$ cat config.mk
export PLATFORM = sky130hd
export DESIGN_NAME = adc_power_fail_sequencer
export DESIGN_NICKNAME = d
export VERILOG_FILES = /design/src/inc/adc_pfs_pkg.sv /design/src/hw/result_mem.sv /design/src/hw/irq_ctrl.sv /design/src/hw/adc_power_fail_sequencer.sv
export SDC_FILE = /design/constraint.sdc
export NUM_CORES = 1
export LEC_CHECK = 0
export BUFFER_PORTS_ARGS = -buffer_cell sky130_fd_sc_hd__clkbuf_2
export CORE_MARGIN = 8
export CORE_UTILIZATION = 40
export DETAILED_ROUTE_END_ITERATION = 10
export HOLD_SLACK_MARGIN = 0.03
export MAX_ROUTING_LAYER = met4
export PLACE_DENSITY_LB_ADDON = 0.25
export SYNTH_ARGS = -nofsm -noshare
export SYNTH_HDL_FRONTEND = slang
export SYNTH_HIERARCHICAL = 1
export SYNTH_SLANG_ARGS = --single-unit
$ cat constraint.sdc
create_clock -name mclk -period 2.6 [get_ports mclk]
set_clock_uncertainty 0.05 [all_clocks]
set_input_delay 0.52 -clock mclk [delete_from_list [all_inputs] [get_ports mclk]]
set_output_delay 0.52 -clock mclk [all_outputs]
set_load 0.05 [all_outputs]
$ cat src/inc/adc_pfs_pkg.sv
package adc_pfs_pkg;
    localparam int CH_W = 4;
    localparam int DATA_W = 10;
    localparam int THR_W = 8;
    localparam int EVT_W = 2;
    localparam int NUM_CH = 12;
    localparam logic [CH_W-1:0] LAST_CH = 4'hb;
    // Register byte addresses
    localparam logic [7:0] OFS_MODE = 8'h00;
    localparam logic [7:0] OFS_CHSEL = 8'h04;
    localparam logic [7:0] OFS_THRESH = 8'h08;
    localparam logic [7:0] OFS_STATUS = 8'h0c;
    localparam logic [7:0] OFS_MASK = 8'h10;
    localparam logic [7:0] OFS_STATE = 8'h14;
    localparam logic [7:0] OFS_RESULT = 8'h40;
    // Field positions
    localparam int EVT_MATCH_BIT = 0;
    localparam int EVT_WRAP_BIT = 1;
    // Values after reset
    localparam logic [2:0] MODE_RST = 3'h0;
    localparam logic [CH_W-1:0] CHSEL_RST = 4'h0;
    localparam logic [THR_W-1:0] THRESH_RST = 8'h00;
    localparam logic [EVT_W-1:0] MASK_RST = 2'h0;
    localparam logic [EVT_W-1:0] STATUS_RST = 2'h0;
    // Read answer timing in cycles
    localparam logic [1:0] RD_LOAD = 2'h1;
    localparam logic [1:0] RD_DONE = 2'h2;

    typedef struct packed {
        logic cond;
        logic scan;
        logic enable;
    } mode_s;

    typedef struct packed {
        logic [CH_W-1:0] ch;
        logic [DATA_W-1:0] data;
    } result_s;

    typedef enum logic [1:0] {st_idle, st_issue, st_wait} seq_e;
endpackage

$ cat src/hw/result_mem.sv
`timescale 1ns/1ns
module result_mem
    import adc_pfs_pkg::*;
(
    // Clock
    input wire logic mclk,
    // Write side
    input wire logic we,
    input wire result_s wr,
    // Read side
    input wire logic [CH_W-1:0] raddr,
    output logic [DATA_W-1:0] rdata
);
    logic [DATA_W-1:0] mem [NUM_CH];

    // No reset: results read as unknown until first stored
    always_ff @(posedge mclk) begin
        if (we && wr.ch <= LAST_CH) begin
            mem[wr.ch] <= wr.data;
        end
        rdata <= (raddr <= LAST_CH) ? mem[raddr] : '0;
    end
endmodule

$ cat src/hw/irq_ctrl.sv
`timescale 1ns/1ns
module irq_ctrl
    import adc_pfs_pkg::*;
(
    // Clock and reset
    input wire logic mclk,
    input wire logic rst,
    // Events and software side
    input wire logic [EVT_W-1:0] set,
    input wire logic clear,
    input wire logic [EVT_W-1:0] mask,
    // Outputs
    output logic [EVT_W-1:0] status,
    output logic irq
);
    logic [EVT_W-1:0] next_status;
    logic next_irq;

    // An event in the clearing cycle survives the read
    always_comb begin
        next_status = (status & ~{EVT_W{clear}}) | set;
        next_irq = |(next_status & mask);
    end

    always_ff @(posedge mclk or posedge rst) begin
        if (rst) begin
            status <= STATUS_RST;
            irq <= 1'b0;
        end else begin
            status <= next_status;
            irq <= next_irq;
        end
    end
endmodule

$ cat src/hw/adc_power_fail_sequencer.sv
`timescale 1ns/1ns
module adc_power_fail_sequencer
    import adc_pfs_pkg::*;
(
    // Clock and reset
    input wire logic mclk,
    input wire logic rst,
    // Avalon-MM slave
    input wire logic [7:0] address,
    input wire logic read,
    input wire logic write,
    input wire logic [31:0] writedata,
    input wire logic [3:0] byteenable,
    output logic [31:0] readdata,
    output logic waitrequest,
    // Converter front end
    output logic conv_start,
    output logic [CH_W-1:0] conv_channel,
    input wire logic conv_done,
    input wire logic [DATA_W-1:0] conv_data,
    // Interrupts
    output logic conversion_done_irq,
    output logic irq
);
    function automatic logic meets(input logic [THR_W-1:0] hi,
                                   input logic [THR_W-1:0] thr,
                                   input logic cond);
        meets = cond ? (hi < thr) : (hi >= thr);
    endfunction

    function automatic logic is_result(input logic [7:0] a);
        is_result = (a[7:6] == OFS_RESULT[7:6]) && (a[1:0] == 2'h0) &&
                    (a[5:2] <= LAST_CH);
    endfunction

    mode_s mode;
    mode_s next_mode;
    logic [CH_W-1:0] chsel;
    logic [CH_W-1:0] next_chsel;
    logic [THR_W-1:0] thresh;
    logic [THR_W-1:0] next_thresh;
    logic [EVT_W-1:0] mask;
    logic [EVT_W-1:0] next_mask;
    logic [EVT_W-1:0] status;
    logic [1:0] rd_cnt;
    logic [1:0] next_rd_cnt;
    logic [31:0] next_readdata;
    logic [31:0] rd_mux;
    logic [DATA_W-1:0] mem_q;
    logic rd_take;
    logic status_clear;
    logic wr_hit;
    seq_e state;
    seq_e next_state;
    logic [CH_W-1:0] next_channel;
    logic [CH_W-1:0] eff_last;
    logic [THR_W-1:0] hi;
    logic done_now;
    logic cmp_ch;
    logic match_evt;
    logic wrap_evt;
    result_s wr;

    // Register writes; only byte lane 0 carries bits
    assign wr_hit = write && byteenable[0];

    always_comb begin
        next_mode = mode;
        next_chsel = chsel;
        next_thresh = thresh;
        next_mask = mask;
        if (wr_hit) begin
            case (address)
                OFS_MODE: next_mode = mode_s'(writedata[2:0]);
                OFS_CHSEL: next_chsel = writedata[CH_W-1:0];
                OFS_THRESH: next_thresh = writedata[THR_W-1:0];
                OFS_MASK: next_mask = writedata[EVT_W-1:0];
                default: ;
            endcase
        end
    end

    always_ff @(posedge mclk or posedge rst) begin
        if (rst) begin
            mode <= mode_s'(MODE_RST);
            chsel <= CHSEL_RST;
            thresh <= THRESH_RST;
            mask <= MASK_RST;
        end else begin
            mode <= next_mode;
            chsel <= next_chsel;
            thresh <= next_thresh;
            mask <= next_mask;
        end
    end

    // Reads take two wait cycles so the result memory can answer
    assign waitrequest = read && (rd_cnt != RD_DONE);
    assign rd_take = read && (rd_cnt == RD_DONE);
    assign status_clear = rd_take && (address == OFS_STATUS);

    always_comb begin
        rd_mux = 32'h0;
        if (is_result(address)) begin
            rd_mux = {22'h0, mem_q};
        end else begin
            case (address)
                OFS_MODE: rd_mux = {29'h0, mode};
                OFS_CHSEL: rd_mux = {28'h0, chsel};
                OFS_THRESH: rd_mux = {24'h0, thresh};
                OFS_STATUS: rd_mux = {30'h0, status};
                OFS_MASK: rd_mux = {30'h0, mask};
                OFS_STATE: rd_mux = {24'h0, conv_channel, 3'h0,
                                     state != st_idle};
                default: rd_mux = 32'h0;
            endcase
        end
    end

    always_comb begin
        next_rd_cnt = 2'h0;
        next_readdata = readdata;
        if (read && rd_cnt != RD_DONE) begin
            next_rd_cnt = rd_cnt + 2'h1;
        end
        if (read && rd_cnt == RD_LOAD) begin
            next_readdata = rd_mux;
        end
    end

    always_ff @(posedge mclk or posedge rst) begin
        if (rst) begin
            rd_cnt <= 2'h0;
            readdata <= 32'h0;
        end else begin
            rd_cnt <= next_rd_cnt;
            readdata <= next_readdata;
        end
    end

    // Sequencer; a select value past the last input acts as the last
    assign eff_last = (chsel > LAST_CH) ? LAST_CH : chsel;
    assign done_now = (state == st_wait) && conv_done;
    assign hi = conv_data[DATA_W-1 -: THR_W];
    assign cmp_ch = !mode.scan || (conv_channel == '0);
    assign match_evt = done_now && cmp_ch && meets(hi, thresh, mode.cond);
    assign wrap_evt = done_now && mode.scan && (conv_channel >= eff_last);
    assign conversion_done_irq = match_evt;
    assign conv_start = (state == st_issue);

    always_comb begin
        next_state = state;
        next_channel = conv_channel;
        unique case (state)
            st_idle: begin
                if (mode.enable) begin
                    next_state = st_issue;
                    next_channel = mode.scan ? '0 : eff_last;
                end
            end
            st_issue: next_state = st_wait;
            st_wait: begin
                if (conv_done) begin
                    if (!mode.enable) begin
                        next_state = st_idle;
                    end else begin
                        next_state = st_issue;
                        if (!mode.scan) begin
                            next_channel = eff_last;
                        end else if (conv_channel >= eff_last) begin
                            next_channel = '0;
                        end else begin
                            next_channel = conv_channel + 4'h1;
                        end
                    end
                end
            end
            default: next_state = st_idle;
        endcase
    end

    // A conversion in flight when enable drops still completes
    always_ff @(posedge mclk or posedge rst) begin
        if (rst) begin
            state <= st_idle;
            conv_channel <= '0;
        end else begin
            state <= next_state;
            conv_channel <= next_channel;
        end
    end

    assign wr = '{ch: conv_channel, data: conv_data};

    result_mem u_mem (
        .mclk(mclk),
        .we(done_now),
        .wr(wr),
        .raddr(address[5:2]),
        .rdata(mem_q)
    );

    // raise interrupt on match or wrap, as enabled in mask
    // Next mask, so irq follows a mask write with no stale cycle
    irq_ctrl u_irq (
        .mclk(mclk),
        .rst(rst),
        .set({wrap_evt, match_evt}),
        .clear(status_clear),
        .mask(next_mask),
        .status(status),
        .irq(irq)
    );
endmodule

# Word level (Yosys, flattened, before mapping)
# Memory sizes are Yosys's and may differ from the RTL's. A register that Yosys moved wholly into a read port is not among the register bits.
# Index checks and enable logic that the tools add are counted.
# Widths: inputs -> output; s select.
op_classes:
  add_sub_neg: 2
  mul: 0
  div: 0
  order_cmp: 6
  n_eq_ne: 14
  shift: 0
  n_mux: 20
  bitwise: 4
  reduce_logical: 28
op_table:
  columns: ["op", "count"]
  rows:
  - ["$pmux 8 s6", 1]
  - ["$mux 4", 7]
  - ["$eq 8x4->1 const B", 2]
  - ["$eq 8x5->1 const B", 2]
  - ["$logic_and 1x1->1", 13]
  - ["$mux 10", 1]
  - ["$mux 2", 5]
  - ["$eq 8x3->1 const B", 1]
  - ["$ge 8x8->1", 1]
  - ["$le 4x4->1 const B", 2]
  - ["$logic_not 8->1", 1]
  - ["$lt 8x8->1", 1]
  - ["$ne 2x2->1 const B", 4]
  - ["$pmux 4 s2", 1]
  - ["$reduce_and 2->1", 4]
  - ["$eq 2x1->1 const B", 3]
  - ["$pmux 2 s3", 1]
  - ["$add 4x1->4 const B", 1]
  - ["$and 2x2->2", 2]
  - ["$eq 2x2->1 const B", 2]
  - ["$ge 4x4->1", 1]
  - ["$gt 4x4->1 const B", 1]
  - ["$logic_not 2->1", 2]
  - ["$logic_not 4->1", 1]
  - ["9 further kinds", 14]
word_totals:
  reg_bits: 60
  latch_bits: 0
  ram_bits: 120
  rom_bits: 0
  inputBits: 59
  out_inout_bits: 40
  word_cells: 87
  mem_count: 1
memory_table:
  columns: ["name", "words", "word_bits", "read_ports", "rd_clocked_by_memory_dff", "wr", "line", "source"]
  rows:
  - ["u_mem.mem", 12, 10, 1, 1, 1, "result_mem.sv:14", "logic [DATA_W-1:0] mem [NUM_CH];"]

# Longest topological paths before layout
# Gate-level depths: netlist of run 1.
logic_depth:
  word_depth: 8
  mapped_depth: 9
  depth_no_buf: 9

# Hierarchy
# Netlist of run 1, hierarchy kept.
by_module_without_submodules:
  columns: ["mod", "n_inst", "cells_per_inst", "area_per_inst_um2", "seq_area_each_um2"]
  rows:
  - ["result_mem", 1, 222, 4857.2, 3803.6]
  - ["adc_power_fail_sequencer", 1, 235, 2280.9, 875.8]
  - ["irq_ctrl", 1, 8, 107.6, 75.1]

# Least setup slack after synthesis of run 1
# No wires, ideal clock.
synth_path:
  path_kind: "in2out"
  from: "input port conv_data[7]"
  to: "output port conversion_done_irq"
  arrival_time_ns: 2.678
  required_time_ns: 2.030
  slack_ns: -0.648
  path_stages: 6
  n_path_buf: 0
  cell_sequence: "ha_1 > a21oi_1 > nor2_1 > a211oi_1 > nand3_1 > a221oi_1"
synth_between:
  elab_chain_len: 3
  word_cells_on_any_way: 4
  cone_classes: "2 x order compare; 1 x mux; 1 x reduce/logical"
synth_lines:
  columns: ["item", "line", "source"]
  rows:
  - ["start, declared", "adc_power_fail_sequencer.sv:20", "input wire logic [DATA_W-1:0] conv_data,"]
  - ["$ge 8x8->1 or $lt 8x8->1 (tied branches)", "adc_power_fail_sequencer.sv:28", "meets = cond ? (hi < thr) : (hi >= thr);"]
  - ["$mux 1 *", "adc_power_fail_sequencer.sv:28", null]
  - ["$logic_and 1x1->1 *", "adc_power_fail_sequencer.sv:146", "assign match_evt = done_now && cmp_ch && meets(hi, thresh, mode.cond);"]
  - ["end, declared", "adc_power_fail_sequencer.sv:22", "output logic conversion_done_irq,"]
# Every way passes the cells marked *; elsewhere a longest branch is shown, timed or not.

# Final worst setup path of run 1
layout_path:
  from: "register thresh[5]"
  to: "output port conversion_done_irq"
layout_between:
  elab_chain_len: 3
  word_cells_on_any_way: 4
  cone_classes: "2 x order compare; 1 x mux; 1 x reduce/logical"
layout_lines:
  columns: ["item", "line", "source"]
  rows:
  - ["start, declared", "adc_power_fail_sequencer.sv:40", "logic [THR_W-1:0] thresh;"]
  - ["start signal, assigned", "adc_power_fail_sequencer.sv:92", "thresh <= next_thresh;"]
  - ["$ge 8x8->1 or $lt 8x8->1 (tied branches)", "adc_power_fail_sequencer.sv:28", null]
  - ["$mux 1 *", "adc_power_fail_sequencer.sv:28", null]
  - ["$logic_and 1x1->1 *", "adc_power_fail_sequencer.sv:146", null]
# Marked as above.

==> results.md, run 1 <==
* Netlist Area Pre-Place at 7246 sq um
* CORE AREA at 17840 sq um
* Asr flop ratio synth at 0.2262
* Chip width at 150.6 microns
* Worst hold stages at 2
* WL met2 at 7.904 mm
* Die Area at 22680 sq um
* Routed via count at 4264
* DP HPWL at 11.17 mm
* Drt wl/cell at 20.50 microns
* R2R cell count at 9
* Leakage at 0.003391 uW
* Sequential-to-total area share from yosys stat at 0.6562
* Gate Count Post-Synth at 465
* Grt total ovfl at 0
* Area Growth Syn to Fin at 19.55%
* Most instantiated cells after synthesis: 120 x edfxtp_1, 38 x dfrtp_1, 32 x inv_1
* Final GP Congestion at 0.7779
* Worst-path cell chain: inv_2, ha_4, nand4_1, nor2_1, o31ai_1, a21o_1, a221oi_4, buf_12
* Required time worst endpoint at 2.03 ns
* Failing checks: setup timing
* Sink Count at 168
* CP Launch Type: register
* Initial antenna violation count at 0
* Endpoints failing setup at 1
* CTS tree: built
* Fmax at 357.6 MHz
* Flops & latches, synth at 168
* Die Ht at 150.6 microns
* Cell Pwr Density at 736.3 nW/um^2
* Crit path buf inv count at 2
* Largest net degree at the start of global routing at 36
* Placement Setup Slack at -0.2444 ns
* Total GRT Usage at 0.1542
* Final worst path period need at 2.797 ns
* Count leader, synth: edfxtp_1
* Final Worst Setup Slack at -0.1967 ns
* CP max stage delay at 0.40 ns
* Port-buffer cells at 49
* Data arrival, critical path at 2.23 ns
* Predominant post-synthesis flop cell: edfxtp_1
* Final Cycle Share at 1.076
* Synthesis warning total at 6
* Initial Util at 0.4061
* Yosys top cell by area: edfxtp_1
* Area occupied by multi-input gates at 2260 sq um
* Fin cells at 801
* Post-synth top area share at 0.4973
* CP max FO at 2
* NumNets Final at 633
* Status: complete, but fails checks
* Ant. Diodes at 0
* Max-slew violations at 0
* Fin area at 8662 sq um
* Max stage delay cell, worst path: dfrtp_1
* Reg clk slew, reported paths at 0.06 ns
* Post-Place Cells at 764
* RSZ-0062 raised after global routing: true
* FF+latch area at 4755 sq um
* Crit path max-delay family: compound AO/OA/AOI/OAI gates
* Worst Hold Class: in -> reg
* Row count at 49
* DRC Markers at 0
* Clock tree buffer depth at 2
* Clock latency on the worst-skew pair at 0.42 ns
* Iteration-0 DRC Markers at 224
* Worst slew margin at 0.5743
* DRT Wirelength at 16.42 mm
* Worst VDD drop at 0.4573 mV
* CP Depth at 8
* Routed Antenna Nets at 0
* Synth area leaders: edfxtp_1 50%, dfrtp_1 13%, mux4_2 6.8%
* Top Ports at 99
* Met1 WL at 7.352 mm
* First-pass GRT wire length at 24.76 mm
* Met3 WL at 944 microns
* Critical path class: reg -> out
* Util after Layout at 0.4855
* Via-to-Cell Ratio at 5.323
* Hold Worst Slack at 0.3029 ns
* Worst Tran Pin Value at 0.6385 ns
* Top Metal Used: met4
* Cell variety after synth at 49
* Worst setup EP type: output port
* Placed Area at 7945 sq um
* Clk root buf: clkbuf_16
* CTS Buf Count at 17
* Number of synthesized flops with an enable pin at 120
* Pre-Repair DR Iteration Count at 4
* Final Hold Fails at 0
* FILL cells at 1545
* Share of layout cells above drive strength 1 at 0.3077
* Max-cap violations at 0
* CTS H-tree depth at 4
* Number of global-route vias before repair at 4167
* Syn Area/Cell at 15.58 sq um
through the flow:
step | total power [uW] | TNS (ns)
6_report | 6378 | -0.1967
4_1_cts | 6436 | -0.2736
3_3_place_gp | 3850 | -0.2616
3_5_place_dp | 3867 | -0.2444
2_1_floorplan | 3632 | 0
5_1_grt | 6584 | -0.3134
flip-flops by register name, summed over array words and instances, names as in the netlist:
signal        flops
mask              2
u_irq/status      2
state             2
rd_cnt            2
thresh            8
readdata         10
chsel             4
conv_channel      4
u_irq/irq         1
u_mem/mem       120
u_mem/rdata      10
mode              3
cell type report:
cell class | count | share of cell area
repair buffers | 91 | 0.07107
flip-flops and latches | 168 | 0.5489
well taps | 229 | 0.03308
multi-input cells | 249 | 0.2609
clock buffers | 24 | 0.06428
inverters | 32 | 0.01387
clock inverters | 8 | 0.007945
worst paths after layout:
check / start / endpoint / slack, ns
worst max-delay path: thresh[5] / conversion_done_irq / -0.20
worst min-delay path: writedata[7] / thresh[7] / 0.30
worst max register to register: chsel[2] / u_irq/irq / 0.26
worst min register to register: u_mem/rdata[8] / readdata[8] / 0.38
max in group asynchronous: rst / thresh[5] / 1.47
min in group asynchronous: rst / u_irq/status[1] / 0.45
cell families after synthesis:
kind of cell / share of synthesized area
flip-flops: 0.6562
AND/OR/NAND/NOR: 0.06735
buffers and inverters: 0.05232
AO/OA/AOI/OAI: 0.06441
multiplexers: 0.1333
adder cells (fa/ha/maj): 0.02590
other: 0.0005175
placed cells by master (no fill, tap or decap), types with 4 or more instances in the layout:
cell type / instances
o21ai_1: 11
a22oi_1: 11
buf_4: 38
ha_1: 12
nand2_1: 23
nor3_1: 5
a21o_1: 4
inv_1: 30
a21oi_1: 12
clkbuf_2: 48
a221oi_1: 6
mux4_2: 22
mux4_1: 9
conb_1: 22
nor2b_1: 6
nand2b_1: 9
clkbuf_16: 21
dfrtp_1: 38
nor2_1: 27
dfxtp_1: 10
mux2_2: 19
edfxtp_1: 120
buf_12: 4
metal layers:
metal,up-vias,track usage
li1,1930,-
met1,2195,0.1958
met2,124,0.2406
met3,15,0.03246
met4,0,0.05690
met5,-,-
where the power goes:
group / leakage [uW] / switching [uW] / internal, uW
sequential: 0.00167 / 60.9 / 2960
combinational: 0.00141 / 561 / 234
clock: 0.000312 / 1040 / 1520
total: 0.00339 / 1660 / 4720
timing repair:
action / 4_1_cts / 5_1_grt
hold buffers: 1 / 0
setup buffers: 2 / 2
resized for setup: 5 / 3
hold endpoints to repair: 3 / 0
pin swaps: 5 / 2
setup endpoints to repair: 1 / 1
(Power assumes the default switching activity.)
==> run 2: changes to the inputs <==
- CORE_UTILIZATION: 40 -> 57
==> results.md, run 2 (synthesis gave the netlist of run 1 again) <==
* First-pass GRT wire length at 24.81 mm (+0.19%)
* Die Ht at 128.7 microns (-15%)
* Top Ports at 99 (unchanged)
* CTS H-tree depth at 4 (unchanged)
* DRC Markers at 0 (unchanged)
* Fin cells at 741 (-7.5%)
* Critical path class: reg -> out
* CP Launch Type: register
* Fmax at 347.0 MHz (-3.0%)
* Required time worst endpoint at 2.03 ns (about the same)
* Worst setup startpoint: thresh[7]
* Chip width at 128.7 microns (-15%)
* CTS tree: built
* CORE AREA at 12520 sq um (-30%)
* Sink Count at 168 (unchanged)
* Clock tree buffer depth at 2 (unchanged)
* Initial Util at 0.5789 (+0.1727)
* Largest Register: u_mem/mem
* Capture point of the worst reg-to-reg path: u_mem/mem[0][1]
* Port-buffer cells at 49 (unchanged)
* Data arrival, critical path at 2.31 ns (+0.08 ns)
* Capture point of the worst path: conversion_done_irq
* R2R cell count at 6 (-3)
* Cell Pwr Density at 739.1 nW/um^2 (+0.38%)
* Routed Antenna Nets at 0 (unchanged)
* Total GRT Usage at 0.2118 (+0.05757)
* Max-slew violations at 0 (unchanged)
* Part of the power in registers at 0.479 (+0.005)
* RSZ-0062 raised after global routing: true
* Design internal power at 4693 uW (-0.58%)
* Status: complete, but fails checks
* Sw Share at 0.2550 (-0.004938)
* Placed Area at 7851 sq um (-1.2%)
* Clock latency on the worst-skew pair at 0.42 ns (about the same)
* NumNets Final at 630 (-0.47%)
* Most frequent cells in the layout: 120 x edfxtp_1, 48 x clkbuf_2, 38 x dfrtp_1, 35 x buf_4, 30 x inv_1
* Final GP Congestion at 0.8907 (+15%)
* Failing checks: setup timing
* Endpoints failing setup at 1 (unchanged)
* Reg clk slew, reported paths at 0.06 ns (about the same)
* Psw at 1606 uW (-3.1%)
* Via-to-Cell Ratio at 5.799 (+8.9%)
* Final Hold Fails at 0 (unchanged)
* Initial antenna violation count at 0 (unchanged)
* Placement Setup Slack at -0.2306 ns (+0.01377 ns)
* Row count at 41 (-16%)
* Number of global-route vias before repair at 4389 (+5.3%)
* Grt total ovfl at 0 (unchanged)
* Worst r2r src: state[1]
* Leakage at 0.003342 uW (-1.4%)
* Post-Place Cells at 704 (-7.9%)
* Worst Hold Class: in -> reg
* Flip-flop count of the largest register, all copies and words added at 120 (unchanged)
* Routed via count at 4297 (+0.77%)
* Drt wl/cell at 21.74 microns (+6.0%)
* Final worst path period need at 2.882 ns (+0.08538 ns)
* Worst slew margin at 0.5356 (-0.03875)
* DP HPWL at 10.81 mm (-3.2%)
* Max-cap violations at 0 (unchanged)
* Power share of the clock group at 0.395 (-0.006)
* DRT Wirelength at 16.11 mm (-1.9%)
* Final Worst Setup Slack at -0.2821 ns (-0.08538 ns)
* Commonest non-fill, non-tap cell in the layout: edfxtp_1
* Pre-Repair DR Iteration Count at 4 (unchanged)
* CTS Buf Count at 17 (unchanged)
* R2R Setup Slk at 0.29 ns (+0.03 ns)
* Worst setup EP type: output port
* Leading registers by flop count: u_mem/mem x120, readdata x10, u_mem/rdata x10
* Share of layout cells above drive strength 1 at 0.2988 (-0.008923)
* CP max FO at 3 (+1)
* Fin area at 8522 sq um (-1.6%)
* Die Area at 16580 sq um (-27%)
* Ant. Diodes at 0 (unchanged)
* Comb power frac at 0.125 (about the same)
* Worst VDD drop at 0.6671 mV (+46%)
* Iteration-0 DRC Markers at 499 (+120%)
* Final Cycle Share at 1.109 (+0.03284)
* Worst Tran Pin Value at 0.6952 ns (+0.05669 ns)
* Area Growth Syn to Fin at 17.61%
* Clk root buf: clkbuf_16
* Largest net degree at the start of global routing at 36 (unchanged)
==> run 2: cell count changes in the layout (fill, tap and decap cells not counted), sizes merged <==
cell      delta
bufinv       +2
inv          -1
clkinvlp     +3
clkbuf       -1
buf          -3
clkinv       -3
==> run 2: worst min path at each step <==
stage,start,endpoint,cells past startpoint
3_3_place_gp,rst,u_irq/irq,2
2_1_floorplan,rst,u_irq/irq,1
5_1_grt,writedata[5],thresh[5],2
6_report,conv_data[6],u_mem/mem[8][6],1
4_1_cts,writedata[5],thresh[5],2
3_5_place_dp,rst,u_irq/status[1],2
==> run 2: layout make-up <==
class                      instances  area [sq um]
clock inverter                     9         113.9
clock buffer                      23         478.0
multi-input combinational        249          2247
inverter                          32         120.1
fill                             866          3995
sequential                       168          4755
tap                              172         215.2
timing repair buffer              88         593.1
==> run 2: per-layer routing <==
metal / share of wire / up-vias / routed length [microns] / GRT usage
li1: - / 1919 / - / -
met1: 0.42 / 2184 / 6785 / 0.2651
met2: 0.48 / 172 / 7807 / 0.3264
met3: 0.075 / 22 / 1213 / 0.05544
met4: 0.019 / 0 / 301 / 0.08155
met5: 0 / - / 0 / -
==> run 2: what timing repair did <==
item | in CTS | in global routing
hold endpoints to repair | 3 | 0
endpoints found under the setup margin | 1 | 1
resized for setup | 6 | 1
pin swaps | 4 | 4
hold buffers | 1 | 0
buffers inserted | 0 | 4
==> run 2: power groups by stage <==
stage / Sequential [uW] / Clock [uW] / Combinational (uW)
2_1_floorplan: 3260 / 0 / 375
3_3_place_gp: 3070 / 0 / 762
3_5_place_dp: 3070 / 0 / 776
4_1_cts: 3020 / 2520 / 789
5_1_grt: 3030 / 2630 / 853
6_report: 3020 / 2490 / 789
==> run 2: critical path, cell delays in order, from the launching register on <==
cell      delay (ns)
dfrtp_1         0.40
inv_2           0.08
ha_4            0.28
nand4_1         0.11
nor2_1          0.13
o31ai_1         0.10
a21o_1          0.21
a221oi_4        0.39
buf_12          0.18
==> run 2: metrics by stage <==
step / power (uW) / setup TNS, ns / hold WS [ns] / util
floorplan: 3632 / 0 / 0.2236 / -
global placement: 3830 / -0.2075 / 0.3260 / 0.6272
detailed placement: 3850 / -0.2306 / 0.3392 / 0.6272
CTS: 6331 / -0.2749 / 0.2855 / 0.6784
global route: 6509 / -0.3497 / 0.2904 / 0.6808
finish: 6299 / -0.2821 / 0.2910 / 0.6808
==> run 3: changes to the inputs <==
- CORE_MARGIN: 8 -> 3
- PLACE_DENSITY: default -> 0.82
- PLACE_DENSITY_LB_ADDON: 0.25 -> default
==> results.md, run 3 (synthesis gave the netlist of run 1 again) <==
* Sink Count at 168 (unchanged)
* Ant. Diodes at 0 (unchanged)
* Largest net degree at the start of global routing at 36 (unchanged)
* Met3 usage at 0.06411 (+0.008674)
* CP max FO at 2 (-1)
* Row count at 40 (-2.4%)
* Worst-path cell chain: inv_2, ha_4, buf_6, nand4_1, nor2_1, o31ai_1, a21o_1, a221oi_4, buf_12
* Leakage at 0.003370 uW (+0.85%)
* Initial antenna violation count at 0 (unchanged)
* DP HPWL at 10.66 mm (-1.4%)
* Max-cap violations at 0 (unchanged)
* Max stage delay cell, worst path: a221oi_4
* Routed via count at 4466 (+3.9%)
* Routed Antenna Nets at 0 (unchanged)
* Die Ht at 118.7 microns (-7.8%)
* CORE AREA at 12210 sq um (-2.4%)
* DRC Markers at 0 (unchanged)
* Data arrival, critical path at 2.35 ns (+0.04 ns)
* Tot Pwr at 6421 uW (+1.9%)
* First-pass GRT wire length at 25.07 mm (+1.1%)
* Port-buffer cells at 49 (unchanged)
* Number of global-route vias before repair at 4517 (+2.9%)
* Final GP Congestion at 0.8887 (-0.22%)
* Worst Hold Class: in -> reg
* Final Hold Fails at 0 (unchanged)
* Final Cycle Share at 1.122 (+0.01319)
* Clk root buf: clkbuf_16
* Via-to-Cell Ratio at 6.035 (+4.1%)
* Psw at 1693 uW (+5.4%)
* Most frequent cells in the layout: 120 x edfxtp_1, 48 x clkbuf_2, 38 x dfrtp_1, 38 x buf_4, 30 x inv_1
* Leading registers by flop count: u_mem/mem x120, readdata x10, u_mem/rdata x10
* Top Ports at 99 (unchanged)
* Commonest non-fill, non-tap cell in the layout: edfxtp_1
* Total GRT Usage at 0.2475 (+0.03573)
* Setup TNS at -0.3164 ns (-0.03428 ns)
* Final worst path period need at 2.916 ns (+0.03428 ns)
* Worst setup EP type: output port
* Final Worst Setup Slack at -0.3164 ns (-0.03428 ns)
* Share of layout cells above drive strength 1 at 0.3112 (+0.01242)
* Chip width at 118.7 microns (-7.8%)
* GR met1 Demand/Resource at 0.3155 (+0.05045)
* Fmax at 342.9 MHz (-1.2%)
* RSZ-0062 raised after global routing: true
* CP Launch Type: register
* CP max stage delay at 0.40 ns (about the same)
* Reg clk slew, reported paths at 0.06 ns (about the same)
* Critical path class: reg -> out
* Cell Pwr Density at 748.9 nW/um^2 (+1.3%)
* Flip-flop count of the largest register, all copies and words added at 120 (unchanged)
* Clock tree buffer depth at 2 (unchanged)
* Die Area at 14100 sq um (-15%)
* CTS Buf Count at 17 (unchanged)
* Worst Tran Pin Value at 0.6330 ns (-0.06223 ns)
* Failing checks: setup timing
* Initial Util at 0.5933 (+0.01447)
* Comb power frac at 0.125 (about the same)
* Met2 GRT Util at 0.3691 (+0.04274)
* Grt total ovfl at 0 (unchanged)
* Sw Share at 0.2637 (+0.008754)
* Design internal power at 4728 uW (+0.74%)
* Worst slew margin at 0.5765 (+0.04088)
* DRT Wirelength at 15.96 mm (-0.94%)
* Endpoints failing setup at 1 (unchanged)
* Largest Register: u_mem/mem
* Power share of the clock group at 0.405 (+0.010)
* Part of the power in registers at 0.470 (-0.009)
* Status: complete, but fails checks
* Required time worst endpoint at 2.03 ns (about the same)
* CTS tree: built
* Drt wl/cell at 21.56 microns (-0.81%)
* CTS H-tree depth at 4 (unchanged)
* Iteration-0 DRC Markers at 425 (-15%)
* NumNets Final at 633 (+0.48%)
* Area Growth Syn to Fin at 18.34%
* Max-slew violations at 0 (unchanged)
* Busiest grt layer: met2
* Clock latency on the worst-skew pair at 0.43 ns (about the same)
* Worst VDD drop at 0.5427 mV (-19%)
* Pre-Repair DR Iteration Count at 5 (+1)
## run 3: cell count changes in the layout (fill, tap and decap cells not counted), sizes merged
| cell | delta |
|---|---|
| clkbuf | -6 |
| inv | +4 |
| buf | +3 |
| bufinv | +1 |
| clkinv | +1 |
## run 3: final timing paths
| path | startpoint | endpoint | slack, ns | cells after the start |
|---|---|---|---|---|
| max reg2reg | chsel[2] | u_irq/irq | 0.25 | 9 |
| max | thresh[5] | conversion_done_irq | -0.32 | 9 |
| min in group asynchronous | rst | u_irq/irq | 0.44 | 3 |
| min | writedata[5] | thresh[5] | 0.30 | 2 |
| max in group asynchronous | rst | rd_cnt[1] | 1.50 | 4 |
| min reg2reg | u_mem/rdata[8] | readdata[8] | 0.39 | 2 |
## run 3: repair_timing
item	CTS	global route
resized for setup	8	3
pin swaps	8	1
setup endpoints to repair	1	1
hold endpoints to repair	3	0
hold buffers	1	0
setup buffers	4	0
## run 3: layout make-up
cell class,instances,area [sq um]
clock inverter,15,187.7
inverter,32,120.1
sequential,168,4755
fill,765,3637
timing repair buffer,91,606.8
tap,168,210.2
multi-input combinational,249,2270
clock buffer,17,425.4
## run 3: worst max-delay path: cells and delay by family, from the launching register on
kind            cells  cell delay [ns]
compound gates      3             0.68
fa+ha+maj           1             0.28
buf+inv             3             0.34
flops               1             0.37
simple gates        2             0.24
## run 3: per-layer routing
layer  vias to the layer above  share of wire
li1                       1929              -
met1                      2211           0.39
met2                       267           0.48
met3                        59          0.088
met4                         0          0.041
met5                         -              0
## run 3: power groups by stage
stage | registers [uW] | logic [uW] | clock network, uW
floorplan | 3260 | 375 | 0
CTS | 3020 | 797 | 2630
global route | 3030 | 856 | 2760
detailed placement | 3070 | 780 | 0
finish | 3020 | 802 | 2600
global placement | 3070 | 755 | 0
## run 3: through the flow
step / setup WS (ns) / cells / utilization / cell area [sq um] / hold slack (ns)
after floorplan: 0.01295 / 486 / - / 7342 / 0.2236
after global placement: -0.2255 / 703 / 0.6433 / 7856 / 0.3284
after detailed placement: -0.2175 / 703 / 0.6433 / 7856 / 0.3422
after CTS: -0.2733 / 740 / 0.7012 / 8563 / 0.2769
after global routing: -0.4263 / 740 / 0.7022 / 8574 / 0.2851
final: -0.3164 / 740 / 0.7022 / 8574 / 0.2974
